$ cat config.mk
export PLATFORM = sky130hd
export DESIGN_NAME = dcc_top
export DESIGN_NICKNAME = d
export VERILOG_FILES = /design/src/core/dcc_pkg.sv /design/src/core/dcc_sync.sv /design/src/core/dcc_top.sv
export SDC_FILE = /design/constraint.sdc
export NUM_CORES = 1
export LEC_CHECK = 0
export BUFFER_PORTS_ARGS = -buffer_cell sky130_fd_sc_hd__buf_2
export CAP_MARGIN = 0
export CORE_ASPECT_RATIO = 0.9
export CORE_MARGIN = 2
export CORE_UTILIZATION = 35
export DETAILED_ROUTE_END_ITERATION = 7
export PLACE_DENSITY = 0.59
export SKIP_CTS_REPAIR_TIMING = 1
export SLEW_MARGIN = 10
export SYNTH_ARGS = -nofsm -noshare
export SYNTH_HDL_FRONTEND = slang
export SYNTH_SLANG_ARGS = --single-unit
$ cat constraint.sdc
create_clock -name core_clk -period 1.79 [get_ports core_clk]
set_clock_uncertainty 0.05 [all_clocks]
set_input_delay 0.179 -clock core_clk [delete_from_list [all_inputs] [get_ports core_clk]]
set_output_delay 0.179 -clock core_clk [all_outputs]
set_load 0.005 [all_outputs]
$ cat src/core/dcc_pkg.sv
/*
  shared constants, encodings and carrier types of the dual comparator control block.
  assumes a 32-bit apb master and analog comparators whose mux selects are driven from here.
*/
package dcc_pkg;

  ////////////////////////////////////////////////////////////////////////////////
  // register map: printed offsets are indices, byte address is four times the index
  localparam logic [11:0] CTL_INDEX = 12'h01f; // comparator_control
  localparam logic [11:0] DIR_INDEX = 12'h085; // port_a_direction
  localparam logic [11:0] FLAG_INDEX = 12'h040; // change flag
  localparam logic [11:0] IEN_INDEX = 12'h041; // interrupt enables
  localparam int unsigned BYTES_PER_REG = 4;

  // register selector codes
  typedef enum logic [2:0] {SEL_NONE = 3'h0, SEL_CTL = 3'h1, SEL_DIR = 3'h2, SEL_FLAG = 3'h3, SEL_IEN = 3'h4} dcc_sel_e;

  ////////////////////////////////////////////////////////////////////////////////
  // control, direction, flag and interrupt enable register fields
  localparam int unsigned CTL_CMP2_BIT = 7;
  localparam int unsigned CTL_CMP1_BIT = 6;
  localparam int unsigned CTL_CIS_BIT = 3;
  localparam int unsigned CTL_MODE_LSB = 0;
  localparam int unsigned MODE_W = 3;
  localparam int unsigned DIR_W = 5;
  localparam logic [DIR_W-1:0] DIR_RST = 5'h1f;
  localparam int unsigned FLAG_BIT = 0;
  localparam int unsigned IEN_CMP_BIT = 0;
  localparam int unsigned IEN_PER_BIT = 1;
  localparam int unsigned IEN_GLB_BIT = 2;

  // comparator operating modes
  typedef enum logic [2:0]
  {
    MODE_RESET = 3'h0,
    MODE_MUX3 = 3'h1,
    MODE_VREF4 = 3'h2,
    MODE_COMMON = 3'h3,
    MODE_INDEP = 3'h4,
    MODE_ONE = 3'h5,
    MODE_OUTPIN = 3'h6,
    MODE_OFF = 3'h7
  } dcc_mode_e;

  // comparator input source codes
  localparam logic [2:0] SRC_PIN0 = 3'h0;
  localparam logic [2:0] SRC_PIN1 = 3'h1;
  localparam logic [2:0] SRC_PIN2 = 3'h2;
  localparam logic [2:0] SRC_PIN3 = 3'h3;
  localparam logic [2:0] SRC_VREF = 3'h4;
  localparam logic [2:0] SRC_OPEN = 3'h7;

  ////////////////////////////////////////////////////////////////////////////////
  // carriers
  typedef struct packed {
    logic psel;
    logic penable;
    logic pwrite;
    logic [11:0] paddr;
    logic [31:0] pwdata;
  } dcc_apb_req_s;

  typedef struct packed {
    logic pready;
    logic [31:0] prdata;
    logic pslverr;
  } dcc_apb_rsp_s;

  typedef struct packed {
    logic [2:0] c1Inv;
    logic [2:0] c1NonInv;
    logic [2:0] c2Inv;
    logic [2:0] c2NonInv;
    logic [1:0] cmpPowerEn;
    logic [3:0] analogPinEn;
    logic [1:0] pinCmpOutSel;
  } dcc_mux_s;

  localparam dcc_mux_s MUX_RST = '{SRC_OPEN, SRC_OPEN, SRC_OPEN, SRC_OPEN, 2'h0, 4'hf, 2'h0};

endpackage

$ cat src/core/dcc_sync.sv
/*
  two-flop synchroniser for the raw comparator results.
  assumes the inputs are asynchronous to core_clk; only stage two is read outside.
*/
`timescale 1ns/10ps
`default_nettype none
module dcc_sync
(
  // clock and reset
  input wire logic core_clk,
  input wire logic arst_n,
  // raw and synchronised results
  input wire logic [1:0] rawIn,
  output logic [1:0] syncOut
);

  // both stages held in one struct
  typedef struct packed {
    logic [1:0] stage1;
    logic [1:0] stage2;
  } dcc_sync_s;

  dcc_sync_s s_q; // registered stages
  dcc_sync_s s_d; // next stages

  ////////////////////////////////////////////////////////////////////////////////
  // shift the raw bits through both stages, one bit per loop pass
  always_comb
  begin
    s_d = s_q;
    for (int i = 0; i < 2; i++)
    begin
      s_d.stage1[i] = rawIn[i];
      s_d.stage2[i] = s_q.stage1[i];
    end
  end

  // register both stages
  always_ff @(posedge core_clk or negedge arst_n)
  begin
    if (!arst_n)
    begin
      s_q <= '0;
    end
    else
    begin
      s_q <= s_d;
    end
  end

  assign syncOut = s_q.stage2;

endmodule
`default_nettype wire

$ cat src/core/dcc_top.sv
/*
  dual comparator control: mode and input-switch register, result bits, change detection,
  port direction register and analog mux steering, reached over a zero-wait apb slave.
  assumes analog comparators and pad muxes outside; raw results arrive asynchronously.
*/
// The APB interface to the registers was decided locally.
//
// Summary of operation
// control register at index 1Fh, eight bits
// bit 7 shows comparator two, read only
// bit 6 shows comparator one, read only
// bits 5 and 4 always read zero
// mode 001: switch picks pin3 or pin0
// mode 010: switch picks pins 3,2 or 0,1
// three mode bits pick eight mux configurations
// comparator inputs shared with pins 0..3, vref
// direction register still steers pins every mode
// software ignores results while mode settles
// software masks interrupts during mode change
// mode 011: pins 0,1 inverting, pin2 common
// control read ends pending change condition
// mismatch against latched value keeps setting flag
// request needs three enables; flag always sets
// reset clears control, mode 000, comparators off
// mode 110 routes raw results to pins 3,4
// any control access latches reference results
// results pass two flip-flops before use
`timescale 1ns/10ps
`default_nettype none
module dcc_top
(
  // clock and reset
  input wire logic core_clk,
  input wire logic arst_n,
  // apb slave
  input wire dcc_pkg::dcc_apb_req_s apbReq,
  output dcc_pkg::dcc_apb_rsp_s apbRsp,
  // raw comparator results from the analog block
  input wire logic cmp1Raw,
  input wire logic cmp2Raw,
  // analog mux and power steering
  output dcc_pkg::dcc_mux_s muxCtl,
  // port pins 0..4 direction and output enables
  output logic [4:0] portDir,
  output logic [4:0] portOutEn,
  // change flag and interrupt request
  output logic cmpChangeFlag,
  output logic cmpIrqReq
);
  import dcc_pkg::*;

  ////////////////////////////////////////////////////////////////////////////////
  // state

  typedef struct packed {
    logic [MODE_W-1:0] cmpModeSel; // operating mode field
    logic inputSwitchSel; // inverting input switch
    logic [DIR_W-1:0] portADirection; // 1 = input
    logic cmpChangeFlag; // sticky change flag
    logic cmpChangeIrqEn; // comparator enable
    logic peripheralIrqEn; // peripheral enable
    logic globalIrqEn; // global enable
    logic [1:0] refResult; // latched reference results
    logic irqReq; // registered request
    logic [DIR_W-1:0] outEn; // registered pin output enables
    dcc_mux_s mux; // registered mux steering
    dcc_apb_rsp_s rsp; // registered bus answer
  } dcc_state_s;

  localparam dcc_state_s STATE_RST = '{
    cmpModeSel: MODE_RESET,
    inputSwitchSel: 1'b0,
    portADirection: DIR_RST,
    cmpChangeFlag: 1'b0,
    cmpChangeIrqEn: 1'b0,
    peripheralIrqEn: 1'b0,
    globalIrqEn: 1'b0,
    refResult: 2'h0,
    irqReq: 1'b0,
    outEn: 5'h00,
    mux: MUX_RST,
    rsp: '{1'b0, 32'h0000_0000, 1'b0}
  };

  dcc_state_s s_q; // registered state
  dcc_state_s s_d; // next state

  logic [1:0] syncRes; // synchronised results, bit1 = comparator two

  ////////////////////////////////////////////////////////////////////////////////
  // helpers

  // map a byte address onto a register selector
  function automatic dcc_sel_e regSel(input logic [11:0] addr);
    dcc_sel_e sel;
    sel = SEL_NONE;
    if (addr == 12'(CTL_INDEX * BYTES_PER_REG))
    begin
      sel = SEL_CTL;
    end
    else if (addr == 12'(DIR_INDEX * BYTES_PER_REG))
    begin
      sel = SEL_DIR;
    end
    else if (addr == 12'(FLAG_INDEX * BYTES_PER_REG))
    begin
      sel = SEL_FLAG;
    end
    else if (addr == 12'(IEN_INDEX * BYTES_PER_REG))
    begin
      sel = SEL_IEN;
    end
    return sel;
  endfunction

  // decode mode and input switch into mux steering
  function automatic dcc_mux_s decodeMode(input logic [MODE_W-1:0] mode, input logic input_switch_sel);
    dcc_mux_s m;
    m = MUX_RST;
    unique case (dcc_mode_e'(mode))
      MODE_RESET:
      begin
        m = MUX_RST;
      end
      MODE_MUX3:
      begin
        m.c1Inv = input_switch_sel ? SRC_PIN3 : SRC_PIN0;
        m.c1NonInv = SRC_PIN2;
        m.c2Inv = SRC_PIN1;
        m.c2NonInv = SRC_PIN2;
        m.cmpPowerEn = 2'h3;
        m.analogPinEn = 4'hf;
      end
      MODE_VREF4:
      begin
        m.c1Inv = input_switch_sel ? SRC_PIN3 : SRC_PIN0;
        m.c2Inv = input_switch_sel ? SRC_PIN2 : SRC_PIN1;
        m.c1NonInv = SRC_VREF;
        m.c2NonInv = SRC_VREF;
        m.cmpPowerEn = 2'h3;
        m.analogPinEn = 4'hf;
      end
      MODE_COMMON:
      begin
        m.c1Inv = SRC_PIN0;
        m.c2Inv = SRC_PIN1;
        m.c1NonInv = SRC_PIN2;
        m.c2NonInv = SRC_PIN2;
        m.cmpPowerEn = 2'h3;
        m.analogPinEn = 4'h7;
      end
      MODE_INDEP:
      begin
        m.c1Inv = SRC_PIN0;
        m.c1NonInv = SRC_PIN3;
        m.c2Inv = SRC_PIN1;
        m.c2NonInv = SRC_PIN2;
        m.cmpPowerEn = 2'h3;
        m.analogPinEn = 4'hf;
      end
      MODE_ONE:
      begin
        m.c2Inv = SRC_PIN1;
        m.c2NonInv = SRC_PIN2;
        m.cmpPowerEn = 2'h2;
        m.analogPinEn = 4'h6;
      end
      MODE_OUTPIN:
      begin
        m.c1Inv = SRC_PIN0;
        m.c2Inv = SRC_PIN1;
        m.c1NonInv = SRC_PIN2;
        m.c2NonInv = SRC_PIN2;
        m.cmpPowerEn = 2'h3;
        m.analogPinEn = 4'h7;
        m.pinCmpOutSel = 2'h3;
      end
      MODE_OFF:
      begin
        m.cmpPowerEn = 2'h0;
        m.analogPinEn = 4'h0;
      end
    endcase
    return m;
  endfunction

  ////////////////////////////////////////////////////////////////////////////////
  // synchroniser for the raw results

  dcc_sync u_sync
  (
    .core_clk(core_clk),
    .arst_n(arst_n),
    .rawIn({cmp2Raw, cmp1Raw}),
    .syncOut(syncRes)
  );

  ////////////////////////////////////////////////////////////////////////////////
  // next-state logic: bus slave, change detection, mux steering

  always_comb
  begin
    logic setupPh; // setup cycle seen
    logic accessPh; // access completes this edge
    logic ctlTouch; // control register read or written
    logic flagWr; // write to flag register
    logic mismatch; // results differ from reference
    dcc_sel_e sel; // decoded register
    logic [7:0] rdByte; // read value
    setupPh = 1'b0;
    accessPh = 1'b0;
    ctlTouch = 1'b0;
    flagWr = 1'b0;
    mismatch = 1'b0;
    sel = SEL_NONE;
    rdByte = 8'h00;
    s_d = s_q;

    // answer in the first access cycle, so pready drops otherwise
    s_d.rsp.pready = 1'b0;
    s_d.rsp.pslverr = 1'b0;
    setupPh = apbReq.psel && !apbReq.penable;
    accessPh = apbReq.psel && apbReq.penable && s_q.rsp.pready;
    sel = regSel(apbReq.paddr);

    // read mux; unused bits stay zero
    unique case (sel)
      SEL_CTL:
      begin
        rdByte[CTL_CMP2_BIT] = syncRes[1];
        rdByte[CTL_CMP1_BIT] = syncRes[0];
        rdByte[CTL_CIS_BIT] = s_q.inputSwitchSel;
        rdByte[CTL_MODE_LSB +: MODE_W] = s_q.cmpModeSel;
      end
      SEL_DIR:
      begin
        rdByte[DIR_W-1:0] = s_q.portADirection;
      end
      SEL_FLAG:
      begin
        rdByte[FLAG_BIT] = s_q.cmpChangeFlag;
      end
      SEL_IEN:
      begin
        rdByte[IEN_CMP_BIT] = s_q.cmpChangeIrqEn;
        rdByte[IEN_PER_BIT] = s_q.peripheralIrqEn;
        rdByte[IEN_GLB_BIT] = s_q.globalIrqEn;
      end
      SEL_NONE:
      begin
        rdByte = 8'h00;
      end
    endcase

    // setup cycle: prepare answer for the access cycle
    if (setupPh)
    begin
      s_d.rsp.pready = 1'b1;
      s_d.rsp.pslverr = (sel == SEL_NONE);
      s_d.rsp.prdata = {24'h00_0000, rdByte};
    end

    // writes take effect at the completing edge only
    if (accessPh && apbReq.pwrite)
    begin
      unique case (sel)
        SEL_CTL:
        begin
          // result bits and bits 5..4 are not stored
          s_d.inputSwitchSel = apbReq.pwdata[CTL_CIS_BIT];
          s_d.cmpModeSel = apbReq.pwdata[CTL_MODE_LSB +: MODE_W];
        end
        SEL_DIR:
        begin
          s_d.portADirection = apbReq.pwdata[DIR_W-1:0];
        end
        SEL_FLAG:
        begin
          flagWr = 1'b1;
        end
        SEL_IEN:
        begin
          s_d.cmpChangeIrqEn = apbReq.pwdata[IEN_CMP_BIT];
          s_d.peripheralIrqEn = apbReq.pwdata[IEN_PER_BIT];
          s_d.globalIrqEn = apbReq.pwdata[IEN_GLB_BIT];
        end
        SEL_NONE:
        begin
          flagWr = 1'b0;
        end
      endcase
    end

    // any completed control access refreshes the reference
    ctlTouch = accessPh && (sel == SEL_CTL);
    if (ctlTouch)
    begin
      s_d.refResult = syncRes;
    end

    // flag: software write first, hardware set wins over a clear
    mismatch = (syncRes != s_q.refResult);
    if (flagWr)
    begin
      s_d.cmpChangeFlag = apbReq.pwdata[FLAG_BIT];
    end
    if (mismatch)
    begin
      s_d.cmpChangeFlag = 1'b1;
    end

    // request gated by all three enables
    s_d.irqReq = s_d.cmpChangeFlag && s_d.cmpChangeIrqEn && s_d.peripheralIrqEn && s_d.globalIrqEn;

    // mux steering and pin enables follow the new settings
    s_d.mux = decodeMode(s_d.cmpModeSel, s_d.inputSwitchSel);
    s_d.outEn = ~s_d.portADirection;
  end

  ////////////////////////////////////////////////////////////////////////////////
  // state register

  always_ff @(posedge core_clk or negedge arst_n)
  begin
    if (!arst_n)
    begin
      s_q <= STATE_RST;
    end
    else
    begin
      s_q <= s_d;
    end
  end

  ////////////////////////////////////////////////////////////////////////////////
  // outputs, all from state flip-flops

  assign apbRsp = s_q.rsp;
  assign muxCtl = s_q.mux;
  assign portDir = s_q.portADirection;
  assign portOutEn = s_q.outEn;
  assign cmpChangeFlag = s_q.cmpChangeFlag;
  assign cmpIrqReq = s_q.irqReq;

endmodule
`default_nettype wire

==> flow_summary.yaml, run 1 <==
outcome:
  failed_checks: "negative hold slack"
  outcome: "finished with violations"
finish:
  nets_finish: 375
  area_growth_pct: 11.7
  drive_gt1_share_pct: 43.7
  fillers: 802
  n_antenna_cell: 0
  final_core_util_pct: 40.2
  final_area_mm2: 0.00321
global_routing:
  first_global_vias: 1892
  antenna_found_initial: 0
  grt_use_total_pct: 13.2
  pin_count_of_the_biggest_net_entering_global_routing: 31
  grt_pass1_wl_um: 9450
  global_route.overflow_total: 0
routing:
  first_iter_violations: 103
  route.detailed.vias_per_inst: 4.70
  post-route-drc-count: 0
  wl_per_cell_um: 13.9
  vias: 1991
  final_antenna_net_count: 0
  wirelength_um: 5880
  drt-pass1-iter-count: 4
clock_network:
  htreeDepth: 2
  cts.clk_slew.worst_paths_ps: 90
  number_of_cts_inserted_buffers: 5
  cts_tree: "built"
  worst_skew_pair.late_latency_ps: 300
  clock-sinks: 50
  cts.root.buffer_cell: "sky130_fd_sc_hd__clkbuf_8"
  largest_buffer_count_on_any_clock_path: 2
timing:
  slew_violations: 0
  setup_viol: 0
  finalSetupTns_ps: 0
  whs_ps: -0.343
  worst_path_setup_slack_after_routing_ps: 140
  hold_violations: 1
  finalWorstPathRequiredPeriod_ps: 1650
  final_worst_path_period_share_pct: 92.2
  setup_repair_after_global_routing_missed_its_margin: "no"
  clock.fmax_mhz: 606
die:
  die_height_um: 89.9
  initial_core_util_pct: 36.0
  design.core.area_mm2: 0.00799
  num_rows: 31
  die_area_mm2: 0.00895
  io_pins: 117
  floorplan.die.width_um: 99.5
critical_path:
  type_of_origin_of_the_critical_path: "register"
  cp_data_arrival_time_ps: 1840
  critPathRequiredTime_ps: 1980
  r2r_setup_slack_ps: 140
  worst_path_max_delay_cell: "sky130_fd_sc_hd__or4_4"
  rr_worst_depth: 3
  cp.depth: 3
  setup.worst_path.end: "portDir[3]"
  cp_top_family: "simple AND/OR/NAND/NOR gates"
  worst_path_largest_cell_delay_ps: 690
  timing.rr.start: "apbRsp[33]"
  crit_fanout: 10
  crit_chain: "nand4_1, or4_4, mux2_4"
  critical_path.endpoint_type: "register"
  crit_type: "register to register"
  critical_path.startpoint: "apbRsp[33]"
  number_of_buffer_and_inverter_stages_on_the_critical_path: 0
  r2r-end: "portDir[3]"
logic_synthesis:
  yosysSeqAreaShare_pct: 44.3
  synthesis.area_per_instance_um2: 10.4
  synth_async_sr_flop_share_pct: 100
  synth-main-ff-cell: "sky130_fd_sc_hd__dfrtp_1"
  yosysWarningCount: 0
  synth_seq_cells: 50
  synth_enable_flop_cells: 0
  post_synth_cell_types: 46
  synthesis.instances: 277
  syn_area_mm2: 0.00287
flow_run:
  drv_cap: 0
place:
  place.detailed.hpwl_um: 4630
  port_buffers: 64
  placement.cell_area_mm2: 0.00308
  gpl.final_weighted_congestion: 0.887
  dpl_worst_slack_ps: -169
hold_path:
  hold_start: "apbReq[4]"
  worst_hold_path_type: "input pin to register"
power_and_ir_drop:
  totalPowerFinal_mw: 2.00
  ir_drop_v: 0.000374
  power.density_cell_area_mw_per_mm2: 622
  total_leakage_power_nw: 1.47
-- kinds of logic (layout without fill, tap and decap cells) --
family	after synthesis	after routing	share of synthesized area, %
mux	34	34	13.4
xor+xnor	4	4	1.22
other cells	1	25	0.131
fa+ha+maj	2	2	0.697
buf+inv	80	104	19.2
flops	50	50	44.3
simple gates	74	74	13.9
compound gates	32	32	7.14
-- through the flow --
| stage | cells | hold WS, ps |
|---|---|---|
| after floorplan | 301 | -167 |
| after global placement | 413 | 108 |
| after detailed placement | 413 | 121 |
| after CTS | 421 | -218 |
| after global routing | 424 | 0.509 |
| final | 424 | -0.343 |
-- power by group --
| part | total [mW] | internal [mW] | switching (mW) |
|---|---|---|---|
| logic | 0.177 | 0.0702 | 0.107 |
| clock network | 0.677 | 0.311 | 0.366 |
| registers | 1.14 | 1.14 | 0.00385 |
-- synth_stat cells (4+ instances only) --
cell                       number  area [um2]
sky130_fd_sc_hd__a21oi_1       10        50.1
sky130_fd_sc_hd__buf_4         64         480
sky130_fd_sc_hd__clkbuf_1       9        33.8
sky130_fd_sc_hd__dfrtp_1       32         801
sky130_fd_sc_hd__dfstp_2       18         473
sky130_fd_sc_hd__inv_1          4        15.0
sky130_fd_sc_hd__mux2_2        15         169
sky130_fd_sc_hd__mux2_4         5        75.1
sky130_fd_sc_hd__mux2i_1       14         140
sky130_fd_sc_hd__nand2_1       19        71.3
sky130_fd_sc_hd__nand3_1        9        45.0
sky130_fd_sc_hd__nor2_1        13        48.8
sky130_fd_sc_hd__nor3_1         8        40.0
sky130_fd_sc_hd__o21ai_0        7        35.0
-- routing by layer --
layer,track usage (%),routed length (um)
met1,18.8,2750
met2,20.1,2720
met3,2.49,336
met4,4.91,79
met5,0,0
-- flip-flops by register name, summed over array words and instances, names as in the netlist --
| register | count |
|---|---|
| u_sync.s_d | 2 |
| cmpChangeFlag | 1 |
| u_sync.syncOut | 2 |
| portOutEn | 5 |
| portDir | 5 |
| apbRsp | 9 |
| s_q | 9 |
| muxCtl | 16 |
| cmpIrqReq | 1 |
-- cells in the final DEF, fill, tap and decap left out, types with 6 or more instances in the layout --
| cell | count |
|---|---|
| sky130_fd_sc_hd__o21ai_0 | 7 |
| sky130_fd_sc_hd__mux2i_1 | 14 |
| sky130_fd_sc_hd__dfrtp_1 | 32 |
| sky130_fd_sc_hd__nor3_1 | 7 |
| sky130_fd_sc_hd__buf_2 | 64 |
| sky130_fd_sc_hd__nand3_1 | 9 |
| sky130_fd_sc_hd__buf_4 | 24 |
| sky130_fd_sc_hd__dfstp_2 | 18 |
| sky130_fd_sc_hd__conb_1 | 25 |
| sky130_fd_sc_hd__mux2_2 | 15 |
| sky130_fd_sc_hd__clkbuf_8 | 6 |
| sky130_fd_sc_hd__nor2_1 | 13 |
| sky130_fd_sc_hd__nand2_1 | 19 |
| sky130_fd_sc_hd__a21oi_1 | 10 |
-- worst min path at each step --
stage / endpoint / cells after the start
after floorplan: apbRsp[0] / 0
final: portOutEn[4] / 2
after global routing: portOutEn[4] / 2
after detailed placement: muxCtl[0] / 1
after global placement: muxCtl[0] / 1
after CTS: portOutEn[0] / 1
-- cell type report --
cell class                 instances  area [um2]  share of cell area [%]
tap                               99         124                    3.86
multi-input combinational        171        1150                    35.8
timing repair buffer              92         551                    17.2
clock buffer                       6        82.6                    2.57
clock inverter                     2        12.5                   0.390
sequential                        50        1270                    39.7
inverter                           4        15.0                   0.468
Note: power is estimated with default switching activity, not from simulation.
==> inputs of run 2 (changes only) <==
--- a/config.mk
+++ b/config.mk
@@ -11,6 +11,7 @@
 export CORE_MARGIN = 2
 export CORE_UTILIZATION = 35
 export DETAILED_ROUTE_END_ITERATION = 7
+export GPL_TIMING_DRIVEN = 1
 export PLACE_DENSITY = 0.59
 export SKIP_CTS_REPAIR_TIMING = 1
 export SLEW_MARGIN = 10
==> constraint.sdc (replaced) <==
create_clock -name core_clk -period 1.79 [get_ports core_clk]
set_clock_uncertainty 0.05 [all_clocks]
set_input_delay 0.2685 -clock core_clk [delete_from_list [all_inputs] [get_ports core_clk]]
set_output_delay 0.2685 -clock core_clk [all_outputs]
set_load 0.005 [all_outputs]
==> run 2 against run 1 <==
  * The run now ends clean
  * Combinational power is essentially flat
  * Core utilization decreased by 0.063 points
  * Sequential cell count did not move
  * Critical path depth increased by 1
  * Setup slack got worse by 96 ps
  * Total power decreased by 2.5%
  * Critical path type is now input pin to register
  * Largest cell class unchanged
==> flow_summary.yaml, run 2 (synthesized netlist as in run 1, its figures left out) <==
outcome:
  outcome: "finished clean"
global_routing:
  grt_use_total_pct: 13.5
  global_route.overflow_total: 0
  grt_pass1_wl_um: 9600
  pin_count_of_the_biggest_net_entering_global_routing: 31
  antenna_found_initial: 0
  first_global_vias: 1962
routing:
  wl_per_cell_um: 13.7
  wirelength_um: 5830
  vias: 1951
  final_antenna_net_count: 0
  post-route-drc-count: 0
  route.detailed.vias_per_inst: 4.58
  first_iter_violations: 97
  drt-pass1-iter-count: 4
clock_network:
  cts.root.buffer_cell: "sky130_fd_sc_hd__clkbuf_8"
  htreeDepth: 2
  cts.clk_slew.worst_paths_ps: 80
  number_of_cts_inserted_buffers: 5
  clock-sinks: 50
  worst_skew_pair.late_latency_ps: 300
  largest_buffer_count_on_any_clock_path: 2
  cts_tree: "built"
timing:
  final_worst_path_period_share_pct: 97.5
  finalWorstPathRequiredPeriod_ps: 1750
  whs_ps: 20.1
  finalSetupTns_ps: 0
  worst_path_setup_slack_after_routing_ps: 44.4
  setup_viol: 0
  hold_violations: 0
  clock.fmax_mhz: 573
  setup_repair_after_global_routing_missed_its_margin: "no"
  slew_violations: 0
die:
  die_area_mm2: 0.00895
  die_height_um: 89.9
  design.core.area_mm2: 0.00799
  floorplan.die.width_um: 99.5
  initial_core_util_pct: 36.0
  io_pins: 117
  num_rows: 31
place:
  cell_count_after_placement: 417
  place.detailed.hpwl_um: 4640
  placement.cell_area_mm2: 0.00311
  dpl_worst_slack_ps: -257
  port_buffers: 64
  gpl.final_weighted_congestion: 0.879
critical_path:
  cp_data_arrival_time_ps: 1920
  crit_type: "input pin to register"
  critPathRequiredTime_ps: 1970
  critical_path.endpoint_type: "register"
  type_of_origin_of_the_critical_path: "input pin"
  r2r_setup_slack_ps: 140
  crit_fanout: 10
power_and_ir_drop:
  ir_drop_v: 0.000257
  power.density_cell_area_mw_per_mm2: 608
  totalPowerFinal_mw: 1.95
  total_leakage_power_nw: 1.48
finish:
  drive_gt1_share_pct: 43.7
  area_growth_pct: 11.5
  final_core_util_pct: 40.1
  n_antenna_cell: 0
  final_area_mm2: 0.00320
  fillers: 803
  largest_register_ff_count: 16
  top_library_cells_by_usage_in_the_layout_fill_and_taps_aside: "64 x sky130_fd_sc_hd__buf_2, 32 x sky130_fd_sc_hd__dfrtp_1, 28 x sky130_fd_sc_hd__buf_4"
  nets_finish: 377
  fin_cells: 426
  mostFrequentLayoutCell: "sky130_fd_sc_hd__buf_2"
flow_run:
  drv_cap: 0
hold_path:
  worst_hold_path_type: "input pin to register"
==> run 2: changes by cell type in the layout (fill, tap and decap cells not counted) <==
| cell | previous run | this run |
|---|---|---|
| sky130_fd_sc_hd__buf_4 | 24 | 28 |
| sky130_fd_sc_hd__clkbuf_1 | 0 | 3 |
| sky130_fd_sc_hd__clkbuf_8 | 6 | 5 |
| sky130_fd_sc_hd__clkinv_2 | 1 | 0 |
| sky130_fd_sc_hd__clkinvlp_4 | 1 | 0 |
| sky130_fd_sc_hd__dlygate4sd3_1 | 3 | 1 |
==> run 2: worst max-delay path, stage by stage <==
cell	delay, ps
sky130_fd_sc_hd__buf_2	110
sky130_fd_sc_hd__or4_4	550
sky130_fd_sc_hd__or4_4	660
sky130_fd_sc_hd__mux2_4	330
==> run 2: layer usage <==
metal | track usage (%) | vias to the layer above | part of all wire (%)
met1 | 18.7 | 923 | 49
met3 | 3.73 | 2 | 5.8
met5 | 0 | - | 0
met4 | 3.31 | 0 | 0.43
li1 | - | 966 | -
met2 | 20.9 | 60 | 45
==> run 2: power by group <==
group	internal [mW]	leakage, nW	switching, mW	total [mW]
clock	0.278	0.0395	0.347	0.625
combinational	0.0716	0.849	0.108	0.179
sequential	1.14	0.588	0.00402	1.14
==> run 2: final timing paths <==
path                               startpoint                end  cells after the start
min in group asynchronous              arst_n          muxCtl[0]                      2
worst min register to register  u_sync.s_d[1]  u_sync.syncOut[1]                      0
worst max register to register     apbRsp[33]         portDir[3]                      3
max in group asynchronous              arst_n          muxCtl[2]                      3
worst max-delay path               apbReq[33]         portDir[3]                      4
worst min-delay path                  cmp2Raw      u_sync.s_d[1]                      1
==> run 2: final cells by class <==
cell class / instances / area, um2 / area share, %
flip-flops and latches: 50 / 1270 / 39.8
repair buffers: 94 / 561 / 17.5
multi-input cells: 171 / 1150 / 35.9
inverters: 4 / 15.0 / 0.469
well taps: 99 / 124 / 3.87
clock buffers: 8 / 80.1 / 2.50
==> inputs of run 3 (changes only) <==
--- a/config.mk
+++ b/config.mk
@@ -9,10 +9,10 @@
 export CAP_MARGIN = 0
 export CORE_ASPECT_RATIO = 0.9
 export CORE_MARGIN = 2
-export CORE_UTILIZATION = 35
+export CORE_UTILIZATION = 40
 export DETAILED_ROUTE_END_ITERATION = 7
 export GPL_TIMING_DRIVEN = 1
-export PLACE_DENSITY = 0.59
+export PLACE_DENSITY = 0.66
 export SKIP_CTS_REPAIR_TIMING = 1
 export SLEW_MARGIN = 10
 export SYNTH_ARGS = -nofsm -noshare
==> run 3 against run 2 <==
  * Final area shrank 0.47%
  * Sequential power about the same
  * Setup slack improved by 13 ps
  * Via count rose by 0.21%
  * Clock-buffer cell count fell by 3
  * Core utilization is 5.4 points higher
  * Register-to-register slack worse by 60 ps
  * Hold slack lost 2.7 ps
  * Sequential cell count is the same
  * Die area is 12% lower
  * Total power grew 1.1%
  * Final cell count down 1.9%
  * Largest power group unchanged
  * Highest routed layer unchanged
==> flow_summary.yaml, run 3 (synthesized netlist as in run 1, its figures left out) <==
outcome:
  outcome: "finished clean"
critical_path:
  worst_path_max_delay_cell: "sky130_fd_sc_hd__or4_4"
  crit_type: "input pin to register"
  type_of_origin_of_the_critical_path: "input pin"
  cp.depth: 4
  crit_chain: "buf_2, or4_4, or4_4, mux2_4"
  critical_path.endpoint_type: "register"
  critical-path-top-cell-by-count: "sky130_fd_sc_hd__or4_4"
  worst_path_largest_cell_delay_ps: 650
  cp_data_arrival_time_ps: 1920
  critPathRequiredTime_ps: 1980
  cp_top_family: "simple AND/OR/NAND/NOR gates"
  rr_worst_depth: 3
  crit_fanout: 10
  number_of_buffer_and_inverter_stages_on_the_critical_path: 1
timing:
  slew_violations: 0
  setup_viol: 0
  finalWorstPathRequiredPeriod_ps: 1730
  hold_violations: 0
  final_worst_path_period_share_pct: 96.8
  setup_repair_after_global_routing_missed_its_margin: "yes"
  worst_path_setup_slack_after_routing_ps: 57.9
  clock.fmax_mhz: 577
finish:
  largest_register_ff_count: 16
  n_antenna_cell: 0
  area_growth_pct: 11.0
  drive_gt1_share_pct: 44.0
  final_area_mm2: 0.00319
  final_core_util_pct: 45.5
  fin_cells: 418
  nets_finish: 375
  top_library_cells_by_usage_in_the_layout_fill_and_taps_aside: "64 x sky130_fd_sc_hd__buf_2, 32 x sky130_fd_sc_hd__dfrtp_1, 25 x sky130_fd_sc_hd__conb_1, 25 x sky130_fd_sc_hd__buf_4, 19 x sky130_fd_sc_hd__nand2_1"
  mostFrequentLayoutCell: "sky130_fd_sc_hd__buf_2"
routing:
  final_antenna_net_count: 0
  wl_per_cell_um: 13.6
  drt-pass1-iter-count: 4
  wirelength_um: 5680
  vias: 1955
  route.detailed.vias_per_inst: 4.68
  first_iter_violations: 101
  post-route-drc-count: 0
global_routing:
  pin_count_of_the_biggest_net_entering_global_routing: 51
  grt_pass1_wl_um: 9110
  antenna_found_initial: 0
  grt_use_total_pct: 14.7
  first_global_vias: 1818
  global_route.overflow_total: 0
place:
  place.detailed.hpwl_um: 4350
  cell_count_after_placement: 408
  dpl_worst_slack_ps: -255
  placement.cell_area_mm2: 0.00308
  port_buffers: 64
  gpl.final_weighted_congestion: 0.825
power_and_ir_drop:
  total_leakage_power_nw: 1.47
  power.density_cell_area_mw_per_mm2: 617
  totalPowerFinal_mw: 1.97
  ir_drop_v: 0.000229
hold_path:
  hold-path-cell-count: 1
  worst_hold_path_type: "input pin to register"
die:
  design.core.area_mm2: 0.00700
  io_pins: 117
  die_area_mm2: 0.00788
  num_rows: 29
  floorplan.die.width_um: 93.3
  die_height_um: 84.4
  initial_core_util_pct: 41.0
clock_network:
  cts.clk_slew.worst_paths_ps: 90
  number_of_cts_inserted_buffers: 5
  worst_skew_pair.late_latency_ps: 300
  cts.root.buffer_cell: "sky130_fd_sc_hd__clkbuf_8"
  cts_tree: "built"
  clock-sinks: 50
  largest_buffer_count_on_any_clock_path: 2
  htreeDepth: 2
flow_run:
  drv_cap: 0
[run 3: layout make-up]
cell class,instances,area (um2)
fill,674,3810
sequential,50,1270
multi-input combinational,171,1140
timing repair buffer,92,549
tap,93,116
clock buffer,5,68.8
clock inverter,3,21.3
inverter,4,15.0
[run 3: metal layers]
metal  routed length (um)  track usage [%]
met5                    0                0
met4                   28             4.01
met3                  331             3.23
met2                 2490             21.4
met1                 2820             22.1
[run 3: power by group]
group	switching (mW)	internal [mW]	leakage (nW)
Clock	0.377	0.275	0.0441
Combinational	0.105	0.0689	0.839
Sequential	0.00388	1.14	0.588
[run 3: stage by stage]
stage / setup TNS, ps / hold WS, ps
floorplan: -566 / -77.1
global placement: -3350 / 223
detailed placement: -4150 / 226
CTS: 0 / -116
global route: -4.71 / 3.32
finish: 0 / 17.3
[run 3: path summary, 6_finish.rpt]
check | start | to | slack [ps]
max in group asynchronous | arst_n | portDir[2] | 990
max reg2reg | apbRsp[33] | portDir[1] | 80
min in group asynchronous | arst_n | muxCtl[7] | 420
max | apbReq[33] | portDir[1] | 60
min | cmp2Raw | u_sync.s_d[1] | 20
min reg2reg | u_sync.s_d[0] | u_sync.syncOut[0] | 300
